**config.mk**
```make
export PLATFORM = sky130hd
export DESIGN_NAME = qdc_cmd_top
export DESIGN_NICKNAME = d
export VERILOG_FILES = /design/src/verilog/qdc_pkg.sv /design/src/verilog/qdc_od_pin.sv /design/src/verilog/qdc_spi_rx.sv /design/src/verilog/qdc_cmd_top.sv
export VERILOG_INCLUDE_DIRS = /design/src /design/src/verilog
export SDC_FILE = /design/constraint.sdc
export NUM_CORES = 1
export LEC_CHECK = 0
export BUFFER_PORTS_ARGS = -buffer_cell sky130_fd_sc_hd__buf_4
export CAP_MARGIN = 0
export CORE_MARGIN = 4
export CORE_UTILIZATION = 60
export CTS_BUF_LIST = sky130_fd_sc_hd__clkbuf_16
export CTS_CLUSTER_DIAMETER = 150
export CTS_CLUSTER_SIZE = 12
export DETAILED_ROUTE_END_ITERATION = 6
export PLACE_DENSITY = 0.79
export SYNTH_ARGS = -nofsm -noshare
export SYNTH_HDL_FRONTEND = slang
export SYNTH_SLANG_ARGS = --single-unit
```
**constraint.sdc**
```tcl
create_clock -name sys_clk_in -period 4.1 [get_ports sys_clk_in]
set_input_delay 0.82 -clock sys_clk_in [delete_from_list [all_inputs] [get_ports sys_clk_in]]
set_output_delay 0.82 -clock sys_clk_in [all_outputs]
set_load 0.03 [all_outputs]
```
**src/verilog/qdc_cfg.svh**
```systemverilog
// constants of the quad converter command register block
`ifndef QDC_CFG_SVH
`define QDC_CFG_SVH

// ****************************************************************
// serial frame layout
// ****************************************************************
`define QDC_FRAME_BITS     5'h18
`define QDC_FRAME_RW_BIT   23
`define QDC_FRAME_ZERO_HI  22
`define QDC_FRAME_ZERO_LO  20
`define QDC_FRAME_ADDR_HI  19
`define QDC_FRAME_ADDR_LO  16
`define QDC_FRAME_RESET    24'h00_0000

// ****************************************************************
// register addresses
// ****************************************************************
`define QDC_ADDR_CMD       4'h0
`define QDC_ADDR_DAC_BASE  2'h1

// ****************************************************************
// command register fields and reset values
// ****************************************************************
`define QDC_CMD_AB         15
`define QDC_CMD_SYNC_LOAD  14
`define QDC_CMD_RST        13
`define QDC_CMD_PD_LOW     12
`define QDC_CMD_PD_HIGH    11
`define QDC_CMD_RSVD       10
`define QDC_CMD_GPIO1      9
`define QDC_CMD_GPIO0      8
`define QDC_CMD_RESET      16'h033c
`define QDC_CMD_LOW_FIXED  8'h3c
`define QDC_GPIO_RESET     2'h3
`define QDC_DATA_RESET     16'h0000

// ****************************************************************
// timing
// ****************************************************************
`define QDC_SRST_CYCLES    3'h4

`endif

```
**src/verilog/qdc_pkg.sv**
```systemverilog
// types shared by the quad converter command register block
package qdc_pkg;

  // soft reset sequencer, gray coded
  typedef enum logic [1:0] {
    QDC_ST_IDLE = 2'h0,
    QDC_ST_SRST = 2'h1
  } qdc_state_t;

endpackage

```
**src/verilog/qdc_od_pin.sv**
```systemverilog
// one open-drain general purpose pin with synchronised read-back
`timescale 1ns/1ps
`default_nettype none
module qdc_od_pin (
  input  wire logic sys_clk_in,    // system clock
  input  wire logic resetn_in,     // async reset, active low
  input  wire logic release_in,    // 1 releases pin, 0 pulls low
  input  wire logic pin_in,        // level seen on the pin
  output var  logic pin_out,       // driven value, always low
  output var  logic pin_oe_n_out,  // low while pin is pulled low
  output var  logic level_out      // synchronised pin level
);

  logic lvl_s1_r;
  logic lvl_s2_r;

  always_ff @(posedge sys_clk_in or negedge resetn_in) begin
    if (!resetn_in) begin
      pin_out      <= 1'b0;
      pin_oe_n_out <= 1'b1;
      lvl_s1_r     <= 1'b1;
      lvl_s2_r     <= 1'b1;
    end else begin
      pin_out      <= 1'b0;
      pin_oe_n_out <= release_in;
      lvl_s1_r     <= pin_in;
      lvl_s2_r     <= lvl_s1_r;
    end
  end

  // read-back shows the real pin, not the written bit
  assign level_out = lvl_s2_r;

endmodule
`default_nettype wire

```
**src/verilog/qdc_spi_rx.sv**
```systemverilog
// serial frame receiver and read-back shifter, oversampled on the system clock
`timescale 1ns/1ps
`default_nettype none
`include "qdc_cfg.svh"
module qdc_spi_rx (
  input  wire logic        sys_clk_in,       // system clock
  input  wire logic        resetn_in,        // async reset, active low
  input  wire logic        clear_in,         // synchronous soft reset
  input  wire logic        sclk_pin_in,      // serial clock pin
  input  wire logic        cs_n_pin_in,      // frame select pin, active low
  input  wire logic        sdi_pin_in,       // serial data in pin
  input  wire logic [23:0] tx_word_in,       // word to shift out next frame
  output var  logic        frame_valid_out,  // pulse: full frame received
  output var  logic [23:0] frame_data_out,   // received frame
  output var  logic        sdo_out,          // serial data out
  output var  logic        sdo_oe_n_out      // low while frame is open
);

  logic        sclk_s1_r;
  logic        sclk_s2_r;
  logic        sclk_s3_r;
  logic        cs_s1_r;
  logic        cs_s2_r;
  logic        cs_s3_r;
  logic        sdi_s1_r;
  logic        sdi_s2_r;
  logic [23:0] shift_r;
  logic [23:0] tx_r;
  logic [4:0]  cnt_r;

  wire sclk_fall = sclk_s3_r & ~sclk_s2_r;
  wire cs_fall   = cs_s3_r & ~cs_s2_r;
  wire cs_rise   = ~cs_s3_r & cs_s2_r;
  wire in_frame  = ~cs_s2_r;
  wire cnt_full  = (cnt_r == 5'h1f);

  always_ff @(posedge sys_clk_in or negedge resetn_in) begin
    if (!resetn_in) begin
      sclk_s1_r <= 1'b0;
      sclk_s2_r <= 1'b0;
      sclk_s3_r <= 1'b0;
      cs_s1_r   <= 1'b1;
      cs_s2_r   <= 1'b1;
      cs_s3_r   <= 1'b1;
      sdi_s1_r  <= 1'b0;
      sdi_s2_r  <= 1'b0;
    end else begin
      sclk_s1_r <= sclk_pin_in;
      sclk_s2_r <= sclk_s1_r;
      sclk_s3_r <= sclk_s2_r;
      cs_s1_r   <= cs_n_pin_in;
      cs_s2_r   <= cs_s1_r;
      cs_s3_r   <= cs_s2_r;
      sdi_s1_r  <= sdi_pin_in;
      sdi_s2_r  <= sdi_s1_r;
    end
  end

  // data sampled and shifted on falling serial clock edges
  always_ff @(posedge sys_clk_in or negedge resetn_in) begin
    if (!resetn_in) begin
      shift_r         <= `QDC_FRAME_RESET;
      tx_r            <= `QDC_FRAME_RESET;
      cnt_r           <= 5'h00;
      frame_valid_out <= 1'b0;
      frame_data_out  <= `QDC_FRAME_RESET;
      sdo_oe_n_out    <= 1'b1;
    end else if (clear_in) begin
      shift_r         <= `QDC_FRAME_RESET;
      tx_r            <= `QDC_FRAME_RESET;
      cnt_r           <= 5'h00;
      frame_valid_out <= 1'b0;
      frame_data_out  <= `QDC_FRAME_RESET;
      sdo_oe_n_out    <= 1'b1;
    end else begin
      // short or long frames are dropped whole
      frame_valid_out <= cs_rise && (cnt_r == `QDC_FRAME_BITS);
      if (cs_fall) begin
        cnt_r        <= 5'h00;
        tx_r         <= tx_word_in;
        sdo_oe_n_out <= 1'b0;
      end else if (in_frame && sclk_fall) begin
        shift_r <= {shift_r[22:0], sdi_s2_r};
        tx_r    <= {tx_r[22:0], 1'b0};
        if (!cnt_full) begin
          cnt_r <= cnt_r + 5'h01;
        end
      end
      if (cs_rise) begin
        sdo_oe_n_out   <= 1'b1;
        frame_data_out <= shift_r;
      end
    end
  end

  assign sdo_out = tx_r[23];

endmodule
`default_nettype wire

```
**src/verilog/qdc_cmd_top.sv**
```systemverilog
// command register of a quad converter, reached over its serial port
`timescale 1ns/1ps
`default_nettype none
`include "qdc_cfg.svh"
module qdc_cmd_top #(
  parameter int CHANNELS = 4  // converter channels, fixed by the address map
) (
  input  wire logic                   sys_clk_in,               // system clock
  input  wire logic                   resetn_in,                // async reset, active low
  input  wire logic                   spi_sclk_in,              // serial clock pin
  input  wire logic                   spi_cs_n_in,              // frame select, active low
  input  wire logic                   spi_sdi_in,               // serial data in
  output var  logic                   serial_out_pin_out,       // serial data out
  output var  logic                   serial_out_pin_oe_n_out,  // low while driving
  input  wire logic                   load_latch_pin_n_in,      // latch load pin, active low
  input  wire logic [1:0]             gpio_pin_in,              // general pin levels
  output var  logic [1:0]             gpio_pin_out,             // general pin drive, low
  output var  logic [1:0]             gpio_pin_oe_n_out,        // low while pulled low
  output var  logic                   powerdown_pair_low_out,   // channels 0, 1 off
  output var  logic                   powerdown_pair_high_out,  // channels 2, 3 off
  output var  logic [16*CHANNELS-1:0] dac_latch_out             // latch words, ch0 low
);

  // ****************************************************************
  // parameter check
  // ****************************************************************
  generate
    if (CHANNELS != 4) begin : g_bad_channels
      $error("qdc_cmd_top: CHANNELS must be 4");
    end
  endgenerate

  // ****************************************************************
  // declarations
  // ****************************************************************
  qdc_pkg::qdc_state_t state_r;
  qdc_pkg::qdc_state_t state_nxt;

  logic [2:0]        srst_cnt_r;
  logic              ab_r;
  logic              sync_load_r;
  logic              pd_low_r;
  logic              pd_high_r;
  logic [1:0]        gpio_rel_r;
  logic [23:0]       rd_word_r;
  logic              ldn_s1_r;
  logic              ldn_s2_r;
  logic              ldn_s3_r;
  logic [15:0]       in_reg_r [CHANNELS];
  logic [15:0]       latch_r  [CHANNELS];
  logic [CHANNELS-1:0] dirty_r;

  logic              frame_valid;
  logic [23:0]       frame_data;
  logic [1:0]        gpio_lvl;

  // ****************************************************************
  // reset values
  // ****************************************************************
  // a macro literal cannot take a bit select, so the word is named first
  localparam logic [15:0] CMD_RST_VAL = `QDC_CMD_RESET;
  localparam logic        AB_RST      = CMD_RST_VAL[`QDC_CMD_AB];
  localparam logic        SYNC_RST    = CMD_RST_VAL[`QDC_CMD_SYNC_LOAD];
  localparam logic        PD_LOW_RST  = CMD_RST_VAL[`QDC_CMD_PD_LOW];
  localparam logic        PD_HIGH_RST = CMD_RST_VAL[`QDC_CMD_PD_HIGH];

  // ****************************************************************
  // serial port
  // ****************************************************************
  // soft clear holds the receiver too, so a half frame is lost
  wire soft_clear = (state_r == qdc_pkg::QDC_ST_SRST);

  qdc_spi_rx u_rx (
    .sys_clk_in      (sys_clk_in),
    .resetn_in       (resetn_in),
    .clear_in        (soft_clear),
    .sclk_pin_in     (spi_sclk_in),
    .cs_n_pin_in     (spi_cs_n_in),
    .sdi_pin_in      (spi_sdi_in),
    .tx_word_in      (rd_word_r),
    .frame_valid_out (frame_valid),
    .frame_data_out  (frame_data),
    .sdo_out         (serial_out_pin_out),
    .sdo_oe_n_out    (serial_out_pin_oe_n_out)
  );

  // ****************************************************************
  // frame decode
  // ****************************************************************
  wire        fr_read = frame_data[`QDC_FRAME_RW_BIT];
  wire [2:0]  fr_zero = frame_data[`QDC_FRAME_ZERO_HI:`QDC_FRAME_ZERO_LO];
  wire [3:0]  fr_addr = frame_data[`QDC_FRAME_ADDR_HI:`QDC_FRAME_ADDR_LO];
  wire [15:0] fr_data = frame_data[15:0];
  wire        fr_ok   = frame_valid && (fr_zero == 3'h0) && !soft_clear;

  wire        is_cmd  = (fr_addr == `QDC_ADDR_CMD);
  wire        is_dac  = (fr_addr[3:2] == `QDC_ADDR_DAC_BASE);
  wire [1:0]  dac_sel = fr_addr[1:0];

  wire        wr_cmd  = fr_ok && !fr_read && is_cmd;
  wire        wr_dac  = fr_ok && !fr_read && is_dac;
  wire        rd_req  = fr_ok && fr_read;

  // ****************************************************************
  // load control
  // ****************************************************************
  wire load_pin_high = ldn_s2_r;
  wire load_pin_fall = ldn_s3_r & ~ldn_s2_r;
  wire srst_start    = wr_cmd && fr_data[`QDC_CMD_RST];
  // a low load pin makes the bit a no-op
  wire sync_load_req = wr_cmd && fr_data[`QDC_CMD_SYNC_LOAD] && load_pin_high
                       && !srst_start;
  // the pin edge and the bit load the same way
  wire load_go       = load_pin_fall || sync_load_r;

  always_ff @(posedge sys_clk_in or negedge resetn_in) begin
    if (!resetn_in) begin
      ldn_s1_r <= 1'b1;
      ldn_s2_r <= 1'b1;
      ldn_s3_r <= 1'b1;
    end else begin
      ldn_s1_r <= load_latch_pin_n_in;
      ldn_s2_r <= ldn_s1_r;
      ldn_s3_r <= ldn_s2_r;
    end
  end

  // ****************************************************************
  // soft reset sequencer
  // ****************************************************************
  wire srst_last = (srst_cnt_r == (`QDC_SRST_CYCLES - 3'h1));

  always_comb begin
    state_nxt = state_r;
    case (state_r)
      qdc_pkg::QDC_ST_IDLE: begin
        if (srst_start) begin
          state_nxt = qdc_pkg::QDC_ST_SRST;
        end
      end
      qdc_pkg::QDC_ST_SRST: begin
        if (srst_last) begin
          state_nxt = qdc_pkg::QDC_ST_IDLE;
        end
      end
      default: begin
        state_nxt = qdc_pkg::QDC_ST_IDLE;
      end
    endcase
  end

  always_ff @(posedge sys_clk_in or negedge resetn_in) begin
    if (!resetn_in) begin
      state_r    <= qdc_pkg::QDC_ST_IDLE;
      srst_cnt_r <= 3'h0;
    end else begin
      state_r    <= state_nxt;
      srst_cnt_r <= soft_clear ? srst_cnt_r + 3'h1 : 3'h0;
    end
  end

  // ****************************************************************
  // command register
  // ****************************************************************
  // a write carrying the reset bit changes nothing else
  wire cmd_take = wr_cmd && !srst_start;

  always_ff @(posedge sys_clk_in or negedge resetn_in) begin
    if (!resetn_in) begin
      ab_r        <= AB_RST;
      sync_load_r <= SYNC_RST;
      pd_low_r    <= PD_LOW_RST;
      pd_high_r   <= PD_HIGH_RST;
      gpio_rel_r  <= `QDC_GPIO_RESET;
    end else if (soft_clear) begin
      ab_r        <= AB_RST;
      sync_load_r <= SYNC_RST;
      pd_low_r    <= PD_LOW_RST;
      pd_high_r   <= PD_HIGH_RST;
      gpio_rel_r  <= `QDC_GPIO_RESET;
    end else begin
      // the bit lives one cycle, the cycle of the update
      sync_load_r <= sync_load_req;
      if (cmd_take) begin
        ab_r          <= fr_data[`QDC_CMD_AB];
        pd_low_r      <= fr_data[`QDC_CMD_PD_LOW];
        pd_high_r     <= fr_data[`QDC_CMD_PD_HIGH];
        gpio_rel_r[1] <= fr_data[`QDC_CMD_GPIO1];
        gpio_rel_r[0] <= fr_data[`QDC_CMD_GPIO0];
      end
    end
  end

  // power-down only gates outputs, the port keeps running
  assign powerdown_pair_low_out  = pd_low_r;
  assign powerdown_pair_high_out = pd_high_r;

  // ****************************************************************
  // general purpose pins
  // ****************************************************************
  genvar gi;
  generate
    for (gi = 0; gi < 2; gi++) begin : g_gpio
      qdc_od_pin u_pin (
        .sys_clk_in   (sys_clk_in),
        .resetn_in    (resetn_in),
        .release_in   (gpio_rel_r[gi]),
        .pin_in       (gpio_pin_in[gi]),
        .pin_out      (gpio_pin_out[gi]),
        .pin_oe_n_out (gpio_pin_oe_n_out[gi]),
        .level_out    (gpio_lvl[gi])
      );
    end
  endgenerate

  // ****************************************************************
  // channel data and latches
  // ****************************************************************
  genvar ci;
  generate
    for (ci = 0; ci < CHANNELS; ci++) begin : g_chan
      wire wr_me = wr_dac && (dac_sel == 2'(ci));

      always_ff @(posedge sys_clk_in or negedge resetn_in) begin
        if (!resetn_in) begin
          in_reg_r[ci] <= `QDC_DATA_RESET;
          latch_r[ci]  <= `QDC_DATA_RESET;
          dirty_r[ci]  <= 1'b0;
        end else if (soft_clear) begin
          in_reg_r[ci] <= `QDC_DATA_RESET;
          latch_r[ci]  <= `QDC_DATA_RESET;
          dirty_r[ci]  <= 1'b0;
        end else begin
          if (wr_me) begin
            in_reg_r[ci] <= fr_data;
          end
          if (load_go && dirty_r[ci]) begin
            latch_r[ci] <= in_reg_r[ci];
          end
          // a write in the load cycle stays pending
          if (wr_me) begin
            dirty_r[ci] <= 1'b1;
          end else if (load_go) begin
            dirty_r[ci] <= 1'b0;
          end
        end
      end

      assign dac_latch_out[16*ci +: 16] = latch_r[ci];
    end
  endgenerate

  // ****************************************************************
  // read-back
  // ****************************************************************
  wire [15:0] cmd_view = {ab_r,
                          sync_load_r,
                          soft_clear,
                          pd_low_r,
                          pd_high_r,
                          1'b0,
                          gpio_lvl[1],
                          gpio_lvl[0],
                          `QDC_CMD_LOW_FIXED};
  wire [15:0] dac_view = ab_r ? latch_r[dac_sel] : in_reg_r[dac_sel];
  wire [15:0] rd_val   = is_cmd ? cmd_view :
                         is_dac ? dac_view : 16'h0000;
  wire [23:0] rd_frame = {1'b1, 3'h0, fr_addr, rd_val};

  // the word is held until the next full 24-bit frame ends
  always_ff @(posedge sys_clk_in or negedge resetn_in) begin
    if (!resetn_in) begin
      rd_word_r <= `QDC_FRAME_RESET;
    end else if (soft_clear) begin
      rd_word_r <= `QDC_FRAME_RESET;
    end else if (frame_valid) begin
      rd_word_r <= rd_req ? rd_frame : `QDC_FRAME_RESET;
    end
  end

endmodule
`default_nettype wire

```
==> impl_metrics.ini <==
[run_status]
status = finished, final reports clean

[power_and_ir_drop]
p_total_uw = 4931
ir_worst_vdd_mv = 0.2852
power_density_nw_per_um2 = 395.3
static-leakage-power_uw = 0.006204

[critical_path]
cp_slowest_cell = dfrtp_4
max_stage_delay_ns = 0.77
cp.arrival_ns = 3.01
r2r_slack_ns = 1.45
setup.worst_path.start_class = flip-flop
end_kind = flip-flop
crit_fanout = 71
worstSetupPathType = flip-flop to flip-flop
path_cells = nor4b_2 -> nand4_1 -> nand2_1 -> a21oi_1
required_ns = 4.46

[timing]
rsz0062_at_grt = no
max_freq_mhz = 377.9
fin_crit_ns = 2.646
setup_violations = 0
tightest_slew_ns = 0.9922
slew_viol_final = 0
fin_hold_ws_ns = 0.3454
maxSlewHeadroom_pct = 33.85
fin_ws_ns = 1.454
post-route-period-util_pct = 64.55
finalHoldViolCount = 0
finalSetupTns_ns = 0
clock_skew_ns = 0.01184

[flow_run]
max-cap-violations = 0

[floorplan]
design.portCount = 80
rows = 49
initial_core_util_pct = 61.32
die-area_um2 = 20720
die_w_um = 144.0
core_um2 = 18090
die_h_um = 144.0

[finish]
layout_common_cells = 242 x dfrtp_1, 183 x nand2_1, 95 x buf_4
antennaDiodeCount = 0
syn_to_final_growth_pct = 12.48
mostFrequentLayoutCell = dfrtp_1
drive_above_1_share_pct = 17.88
nets = 1023

[route]
drt_iter0_markers = 822
drt-total-wl_um = 27930
vias = 7986
wire_per_inst_um = 22.20
post-route-drc-count = 0
dr.pass1.iters = 5
vias_per_cell = 6.348
ant_nets = 0

[global_route]
grt_pass1_wl_um = 44910
antenna_found_initial = 0
grt_pass1_vias = 7969
grt_max_degree = 124
grt_use_total_pct = 27.72
grt-ovfl-total = 0

[clock_network]
clock_path_buffers = 3
cts.sinks = 259
cts_tree = built
root_buffer = clkbuf_16
insertion_delay_ns = 0.52
clk_pin_slew_ns = 0.06
holdBufCountCts = 0
post-cts-setup-buffers = 0
htree_levels = 1
cts_made_buffers = 25
ctsResizeCount = 0

[synth]
synth_seq_cells = 259
synth_flop_cell = dfrtp_1
ys_types = 48
syn_inst = 959
syn_area_um2 = 11090
synth_edf_count = 0
synthTopCellsByArea = dfrtp_1 55%, nand2_1 6.2%, mux4_2 5.7%, mux2i_1 5.6%, a22o_1 5.4%
ys_warn_count = 0
ys_seq_area_share_pct = 58.61
synth_top_area_share_pct = 55.05
synth.avg_cell_area_um2 = 11.56
synth_top_cell_by_area = dfrtp_1
async_reset_ff_share_pct = 100.0

[placement]
dp_slack_ns = 1.523
gp_congestion = 0.8334
io_buffer_count = 77
hpwlAfterDp_um = 18030

[min_path]
hp-class = flip-flop to flip-flop
[stage by stage]
step / instance area [um2] / std cells / utilization [%]
floorplan: 11090 / 960 / -
global placement: 11760 / 1212 / 65.03
detailed placement: 11760 / 1212 / 65.03
CTS: 12470 / 1258 / 68.97
global route: 12470 / 1258 / 68.97
finish: 12470 / 1258 / 68.97
[power breakdown]
part | switching [uW] | total, uW | internal, uW
sequential | 68.7 | 2700 | 2630
clock | 935 | 2030 | 1100
combinational | 123 | 195 | 72.3
[cell families after synthesis]
| group | Yosys count | synth area share [%] |
|---|---|---|
| AOI/OAI and AO/OA | 230 | 13.91 |
| DFF | 259 | 58.61 |
| other | 1 | 0.03381 |
| xor gates and xnor gates | 3 | 0.2370 |
| adders and majority gates | 5 | 0.5641 |
| muxes | 90 | 11.28 |
| and+or+nand+nor | 290 | 11.73 |
| buffers and inverters | 81 | 3.633 |
[flip-flops by register name, indices dropped and copies added (netlist names), 2 cells and up]
signal and flops:
srst_cnt_r 3, u_rx.shift_r 24, g_gpio.u_pin.level_out 2, u_rx.frame_data_out 24, dirty_r 4, g_gpio.u_pin.lvl_s1_r 2, gpio_rel_r 2, rd_word_r 21
u_rx.tx_r 24, u_rx.cnt_r 5, in_reg_r 64, dac_latch_out 64, g_gpio.u_pin.pin_oe_n_out 2
[Yosys cell counts (8+ instances only)]
master and instances:
dfrtp_1 244, nand2_1 183, a22o_1 69, nor2_1 63, mux2i_1 62, a21oi_1 61, o21ai_0 58, clkbuf_1 47
mux4_2 28, a2bb2oi_1 20, dfstp_2 15, a22oi_1 11, buf_2 10, buf_6 8
[metal layers]
metal | track usage (%) | up-vias | part of all wire [%]
met2 | 42.26 | 339 | 47
met4 | 7.037 | 0 | 2.3
met5 | 0 | - | 0
met1 | 41.71 | 4091 | 43
li1 | - | 3503 | -
met3 | 5.391 | 53 | 7.5
[worst paths after layout]
check | end | cells after the start | from
min in group asynchronous | u_rx.tx_r[21] | 1 | resetn_in
setup / recovery | in_reg_r[0] | 4 | state_r[0]
setup reg to reg | in_reg_r[0] | 4 | state_r[0]
max in group asynchronous | g_gpio[0].u_pin.pin_oe_n_out | 2 | resetn_in
hold / removal | u_rx.sdi_s2_r | 0 | u_rx.sdi_s1_r
hold reg to reg | u_rx.sdi_s2_r | 0 | u_rx.sdi_s1_r
[cell type report]
class / count / area [um2]
clock inverters: 21 / 87.58
fillers: 1304 / 5612
inverters: 7 / 26.28
repair buffers: 97 / 748.2
clock buffers: 25 / 625.6
flip-flops and latches: 259 / 6505
multi-input cells: 620 / 4195
well taps: 229 / 286.5
[worst max-delay path: cells and delay by family (launching register included)]
| kind | cells | cell delay (ns) |
|---|---|---|
| AND/OR/NAND/NOR | 3 | 1.60 |
| flip-flops | 1 | 0.77 |
| AO/OA/AOI/OAI | 1 | 0.10 |
Note: power is estimated with default switching activity, not from simulation.
